**config.mk**
```make
export PLATFORM = sky130hd
export DESIGN_NAME = fec_counters
export DESIGN_NICKNAME = d
export VERILOG_FILES = /design/src/logic/fec_counters.v /design/src/logic/fec_event_counter.v
export VERILOG_INCLUDE_DIRS = /design/src /design/src/logic
export SDC_FILE = /design/constraint.sdc
export NUM_CORES = 1
export LEC_CHECK = 0
export BUFFER_PORTS_ARGS = -buffer_cell sky130_fd_sc_hd__buf_2
export CORE_MARGIN = 2
export CORE_UTILIZATION = 40
export DETAILED_ROUTE_END_ITERATION = 8
export PLACE_DENSITY = 0.58
export SYNTH_ARGS = -nofsm -noshare
export SYNTH_HDL_FRONTEND = slang
export SYNTH_SLANG_ARGS = --single-unit
```
**constraint.sdc**
```tcl
create_clock -name clk -period 2.1 [get_ports clk]
set_clock_uncertainty 0.05 [all_clocks]
set_input_delay 0 -clock clk [delete_from_list [all_inputs] [get_ports clk]]
set_output_delay 0 -clock clk [all_outputs]
set_load 0.01 [all_outputs]
```
**src/logic/fec_defs.vh**
```
/*
  Constants for the receive framing error counters: register offsets,
  reset values and update interval counts.
  Assumes inclusion by bare name from the logic folder.
*/
`ifndef FEC_DEFS_VH
`define FEC_DEFS_VH

`define FEC_OFS_OOS_HIGH 8'h46
`define FEC_OFS_OOS_LOW 8'h47
`define FEC_OFS_FEE_HIGH 8'h48
`define FEC_OFS_FEE_LOW 8'h49
`define FEC_CNT_RESET 16'h0000
`define FEC_READ_UNMAPPED 8'h00
`define FEC_CLK_HZ 50000000
`define FEC_UPD_1S_MS 1000
`define FEC_UPD_T1_US 42000
`define FEC_UPD_E1_US 62500
`define FEC_UPD_1S_CYC (`FEC_CLK_HZ / 1000 * `FEC_UPD_1S_MS)
`define FEC_UPD_T1_CYC (`FEC_CLK_HZ / 1000000 * `FEC_UPD_T1_US)
`define FEC_UPD_E1_CYC (`FEC_CLK_HZ / 1000000 * `FEC_UPD_E1_US)
`define FEC_TMR_W 26

`endif

```
**src/logic/fec_counters.v**
```verilog
/*
  Receive framing error counters: out-of-sync count and far-end block
  error count, latched into byte-wide read registers on each update.
  Assumes framer status inputs are synchronous one-cycle pulses or
  levels in the clk domain; host reads by a plain address and strobe.
*/
`timescale 1ns/10ps
`default_nettype none
`include "fec_defs.vh"

// Summary of operation
// - T1: count out-of-sync multiframes, even during sync loss
// - T1 alternate: count F-bit pattern errors
// - T1 F-bit counting paused during sync loss
// - Framing mode and count select choose source
// - E1: count each bad alignment word
// - E1: hold counter while sync lost
// - E1: no counting while searching alignment
// - E1 counter needs no saturation
// - Out-of-sync count: high byte, low byte
// - Far-end error counter only in E1
// - E-bits from frames 13, 15 of multiframe
// - Count each received E-bit equal zero
// - Pause E-bit count on FAS/CRC-4 loss
// - Keep E-bit count on CAS loss only
// - E-bit counter needs no saturation
// - Far-end count as two bytes, reset zero
// - Latch counts every second or short interval
// - Manual update rising edge latches and clears
module fec_counters #(
  parameter UPD_1S_CYC = `FEC_UPD_1S_CYC,
  parameter UPD_T1_CYC = `FEC_UPD_T1_CYC,
  parameter UPD_E1_CYC = `FEC_UPD_E1_CYC
) (
  input wire clk,
  input wire rst,
  input wire ce,
  input wire e1_mode,
  input wire esf_mode,
  input wire count_fbit_errors,
  input wire count_update_interval_select,
  input wire manual_update_enable,
  input wire manual_count_update,
  input wire receive_sync_lost,
  input wire multiframe_unsynced,
  input wire ft_error,
  input wire fps_error,
  input wire fas_word_error,
  input wire fas_searching,
  input wire cas_searching,
  input wire crc4_searching,
  input wire crc4_sync_lost,
  input wire ebit_valid,
  input wire ebit_value,
  input wire [7:0] reg_addr,
  input wire reg_rd,
  output reg [7:0] reg_rdata_r,
  output reg update_pulse_r
);
  reg [`FEC_TMR_W-1:0] tmr_r;
  reg [`FEC_TMR_W-1:0] tmr_nxt;
  reg [`FEC_TMR_W-1:0] tmr_limit;
  reg manual_prev_r;
  reg [15:0] oos_latched_r;
  reg [15:0] fee_latched_r;
  reg oos_event;
  reg fee_event;
  wire tmr_done;
  wire manual_edge;
  wire update_now;
  wire [15:0] oos_count;
  wire [15:0] fee_count;

  // Interval choice; the timer is idle while manual update owns the latch
  always @* begin
    if (count_update_interval_select) begin
      tmr_limit = e1_mode ? UPD_E1_CYC[`FEC_TMR_W-1:0] : UPD_T1_CYC[`FEC_TMR_W-1:0];
    end else begin
      tmr_limit = UPD_1S_CYC[`FEC_TMR_W-1:0];
    end
  end

  assign tmr_done = (tmr_r >= tmr_limit - {{(`FEC_TMR_W-1){1'b0}}, 1'b1});
  assign manual_edge = manual_update_enable && manual_count_update && !manual_prev_r;
  assign update_now = manual_update_enable ? manual_edge : tmr_done;

  always @* begin
    tmr_nxt = tmr_r + {{(`FEC_TMR_W-1){1'b0}}, 1'b1};
    if (manual_update_enable || tmr_done) begin
      tmr_nxt = {`FEC_TMR_W{1'b0}};
    end
  end

  // Event source selection for the out-of-sync counter
  always @* begin
    oos_event = 1'b0;
    if (e1_mode) begin
      // Disabled on sync loss and during any alignment search
      oos_event = fas_word_error && !receive_sync_lost &&
                  !fas_searching && !cas_searching && !crc4_searching;
    end else if (count_fbit_errors) begin
      oos_event = (esf_mode ? fps_error : ft_error) && !receive_sync_lost;
    end else begin
      // Sync loss does not stop multiframe counting
      oos_event = multiframe_unsynced;
    end
  end

  // CAS search deliberately not in this gate
  always @* begin
    fee_event = e1_mode && ebit_valid && !ebit_value &&
                !receive_sync_lost && !fas_searching && !crc4_sync_lost;
  end

  // No saturation: worst case per period is far below 16 bits
  fec_event_counter #(.W(16)) u_oos (
    .clk(clk),
    .rst(rst),
    .ce(ce),
    .clear(update_now),
    .event_in(oos_event),
    .count_r(oos_count)
  );

  fec_event_counter #(.W(16)) u_fee (
    .clk(clk),
    .rst(rst),
    .ce(ce),
    .clear(update_now),
    .event_in(fee_event),
    .count_r(fee_count)
  );

  always @(posedge clk) begin
    if (rst) begin
      tmr_r <= {`FEC_TMR_W{1'b0}};
      manual_prev_r <= 1'b0;
      oos_latched_r <= `FEC_CNT_RESET;
      fee_latched_r <= `FEC_CNT_RESET;
      update_pulse_r <= 1'b0;
    end else if (ce) begin
      tmr_r <= tmr_nxt;
      manual_prev_r <= manual_count_update;
      update_pulse_r <= update_now;
      if (update_now) begin
        // Both halves change in one cycle only, so paired reads agree
        oos_latched_r <= oos_count;
        fee_latched_r <= fee_count;
      end
    end
  end

  always @(posedge clk) begin
    if (rst) begin
      reg_rdata_r <= `FEC_READ_UNMAPPED;
    end else if (ce) begin
      if (reg_rd) begin
        case (reg_addr)
          `FEC_OFS_OOS_HIGH: reg_rdata_r <= oos_latched_r[15:8];
          `FEC_OFS_OOS_LOW: reg_rdata_r <= oos_latched_r[7:0];
          `FEC_OFS_FEE_HIGH: reg_rdata_r <= fee_latched_r[15:8];
          `FEC_OFS_FEE_LOW: reg_rdata_r <= fee_latched_r[7:0];
          default: reg_rdata_r <= `FEC_READ_UNMAPPED;
        endcase
      end
    end
  end
endmodule // fec_counters
`default_nettype wire

```
**src/logic/fec_event_counter.v**
```verilog
/*
  One 16-bit event counter with clear-on-update and an enable.
  Assumes the caller gates events; count wraps, since the caller's
  accumulation period keeps it far from the top.
*/
`timescale 1ns/10ps
`default_nettype none
module fec_event_counter #(
  parameter W = 16
) (
  input wire clk,
  input wire rst,
  input wire ce,
  input wire clear,
  input wire event_in,
  output reg [W-1:0] count_r
);
  reg [W-1:0] count_nxt;

  always @* begin
    count_nxt = count_r;
    if (clear) begin
      // An event in the update cycle starts the next period
      count_nxt = event_in ? {{(W-1){1'b0}}, 1'b1} : {W{1'b0}};
    end else if (event_in) begin
      count_nxt = count_r + {{(W-1){1'b0}}, 1'b1};
    end
  end

  always @(posedge clk) begin
    if (rst) begin
      count_r <= {W{1'b0}};
    end else if (ce) begin
      count_r <= count_nxt;
    end
  end
endmodule // fec_event_counter
`default_nettype wire

```
==> flow_summary.toml <==
[routing]
wl_um = 13900
ant_nets = 0
first_pass_iters = 5
drc = 0
via_per_inst = 5.388
drt_iter0_drc = 237
post_drt_wl_per_cell_um = 16.11
num_vias = 4650

[clock_network]
clock_sinks = 100
clk_pin_slew_worst_paths_ps = 70
h-tree-depth = 3
clockRootBuffer = "clkbuf_16"
clock_latency_ps = 350
clockBufferDepth = 2
cts_tree = "built"
numCtsBuffers = 9

[setup_path]
cp.arrival_ps = 2610
cp_cell_sequence = "ha_4 -> nand4b_1 -> nor3_2 -> o2111a_1 -> o211ai_1 -> buf_4 -> buf_12 -> buf_4 -> buf_16 -> nand3_1 -> o311ai_1"
slowest_delay_ps = 340
crit_start = "tmr_r[25]"
rrSetupSlack_ps = -330
crit_slowest_cell = "dfxtp_2"
cp.required_ps = 2280
path_common_cell = "buf_4"
reg2regPathDepth = 11
path_max_fanout = 7
cp_num_buf_inv = 4
critPathKind = "register to register"
cp-end-kind = "register"
r2r-end = "u_fee.count_r[4]"
r2r_start = "tmr_r[25]"
critical_path.top_delay_family = "buffers and inverters"
crit_path_start_kind = "register"

[timing]
fmax_mhz = 411.1
setup_tns_ps = -17710
rsz0062_at_grt = "true"
slew_viol_final = 0
fin_crit_sh_pct = 115.8
finalSetupViolCount = 91
final_hold_viol_count = 0
slew_headroom_pct = 17.44
finalCriticalPeriod_ps = 2433
tightest_slew_ps = 1234
finalWorstSetupSlack_ps = -332.7

[floorplanning]
num_rows = 40
coreArea_um2 = 12110
top_level_ports = 38
start_util_pct = 41.39
die_w_um = 116.0
die_area_um2 = 13450
die_y_um = 116.0

[placed_design]
place_hpwl_um = 9126
place.gp.congestion = 0.8738
io_buffers = 37

[synth]
yosys.area_share.simple_pct = 26.68
ys.warnings.count = 0
async_flop_share_pct = 0
synth_top_family_by_area = "simple AND/OR/NAND/NOR gates"
netlist_instances = 569
ys_seq_elements = 100
synth_nets = 621
synth_edf_count = 0
synth_area_per_cell_um2 = 8.811
ys_seq_area_share_pct = 39.93
synthMuxAreaShare_pct = 7.013
ys_types = 55
synth_compound_area_share_pct = 10.61
yosys.area_share.adder_pct = 5.740
synth-main-ff-cell = "dfxtp_1"
syn_area_um2 = 5014
synth_xor_area_share_pct = 5.940

[hold_path]
holdPathEnd = "manual_prev_r"
worstHoldPathCells = 2
hp-start = "rst"
min_path_type = "input pin to register"

[finish]
multiInputGateArea_um2 = 3304
drive_gt1_share_pct = 34.96
n_antenna_cell = 0
utilization_pct = 59.06
n_fill_cell = 1075
seqCellArea_um2 = 2022
syn2layout_area_growth_pct = 42.68
nNetsFinal = 742

[global_route]
grt_pass1_vias = 4611
grt.overflow.total = 0
grt_pass1_wl_um = 22480
track_usage_pct = 21.28
antenna_found_initial = 0
grt_max_degree = 42

[pwr]
total_leakage_power_uw = 0.002925
power_density_nw_per_um2 = 579.6
peakVddDrop_mv = 0.3776

[run_status]
violations = "setup timing"
status = "finished, violations left"

[flow_run]
max_cap_violations = 0
==> stage by stage <==
| step | instances | power [µW] | hold WS (ps) | instance area (µm²) | worst slack (ps) |
|---|---|---|---|---|---|
| floorplan | 569 | 2104 | 96.88 | 5114 | -26.86 |
| finish | 863 | 4146 | 36.92 | 7153 | -332.7 |
| CTS | 862 | 4144 | 9.275 | 6904 | -243.1 |
| global route | 863 | 4283 | 77.64 | 7153 | -406.8 |
| detailed placement | 820 | 2213 | 248.6 | 5928 | -302.8 |
| global placement | 820 | 2207 | 228.7 | 5928 | -231.5 |
==> Yosys cell counts, types with 3 or more instances <==
cell	instances	share of area [%]
nor2b_1	3	0.37
ha_1	23	5.7
nand3b_1	3	0.45
buf_6	4	0.90
nand2b_1	4	0.50
a21o_1	3	0.45
a21oi_1	26	2.6
xnor2_1	9	1.6
o311ai_1	7	1.2
nor3_1	5	0.50
xor2_1	25	4.4
clkbuf_1	14	1.0
or2_2	6	0.75
nand3_1	45	4.5
dfxtp_1	100	40
a22oi_1	17	2.5
buf_8	3	0.90
and3_1	13	1.6
and4_1	5	0.87
inv_1	9	0.67
nand4_1	20	2.5
mux2i_1	34	6.8
nor2_1	93	7.0
o311ai_0	3	0.52
nand2_1	38	2.8
o21ai_0	6	0.60
nand4b_1	13	2.3
==> worst max path at each step <==
| stage | to | slack, ps | cells after the start |
|---|---|---|---|
| floorplan | fee_latched_r[10] | -30 | 10 |
| global placement | u_fee.count_r[10] | -230 | 12 |
| detailed placement | fee_latched_r[11] | -300 | 13 |
| CTS | fee_latched_r[2] | -240 | 12 |
| global route | u_fee.count_r[4] | -410 | 11 |
| finish | u_fee.count_r[4] | -330 | 11 |
==> repair_timing <==
action,in CTS,in global routing
endpoints found under the setup margin,90,91
hold buffers,2,0
pin swaps,34,41
resized for setup,62,58
cloned,8,1
buffers inserted,19,5
endpoints found under the hold margin,2,0
==> cells in the final DEF (no fill, tap or decap), types with 13 or more instances in the layout <==
cell      count
nand4b_1     13
buf_4        67
nor2_4       14
nand3_2      13
xor2_1       25
a21oi_1      19
buf_2        37
nand3_1      32
nand2_1      37
a22oi_1      16
nor2_1       73
dfxtp_1      88
nand4_1      20
mux2i_1      34
==> cells by family (layout without fill, tap and decap cells) <==
group | Yosys count | after routing
AOI/OAI and AO/OA | 78 | 78
xor gates and xnor gates | 34 | 34
adders and majority gates | 23 | 23
buffers and inverters | 34 | 160
DFF | 100 | 100
muxes | 35 | 35
other | 2 | 2
and+or+nand+nor | 263 | 263
==> report_power, final <==
group          total, µW  internal [µW]  switching, µW  leakage [µW]
Sequential          1900           1900           3.87      0.000813
Combinational        426            215            210       0.00195
Clock               1820           1070            752      0.000164
==> worst reg2reg max path, cell delays in order, from the launching register on <==
cell      delay, ps
dfxtp_2         340
ha_4            270
nand4b_1        210
nor3_2          270
o2111a_1        270
o211ai_1        130
buf_4           190
buf_12          120
buf_4           150
buf_16          140
nand3_1          70
o311ai_1        100
==> flip-flops by register name (all words and copies together), names as in the netlist <==
name            count
reg_rdata_r         8
tmr_r              26
u_oos.count_r      16
manual_prev_r       1
fee_latched_r      16
update_pulse_r      1
u_fee.count_r      16
oos_latched_r      16
==> final cells by class <==
class                      instances  share of cell area (%)
multi-input combinational        435                   46.20
sequential                       100                   28.27
timing repair buffer             135                   17.51
clock buffer                      12                   3.883
tap                              168                   2.939
clock inverter                     4                  0.7347
inverter                           9                  0.4723
==> layer usage <==
layer	vias up	routed length (µm)	global-route usage, %
met4	0	301	8.095
li1	2288	-	-
met1	2225	6030	26.18
met2	111	7079	37.70
met5	-	0	0
met3	26	493	3.033
(Power assumes the default switching activity.)
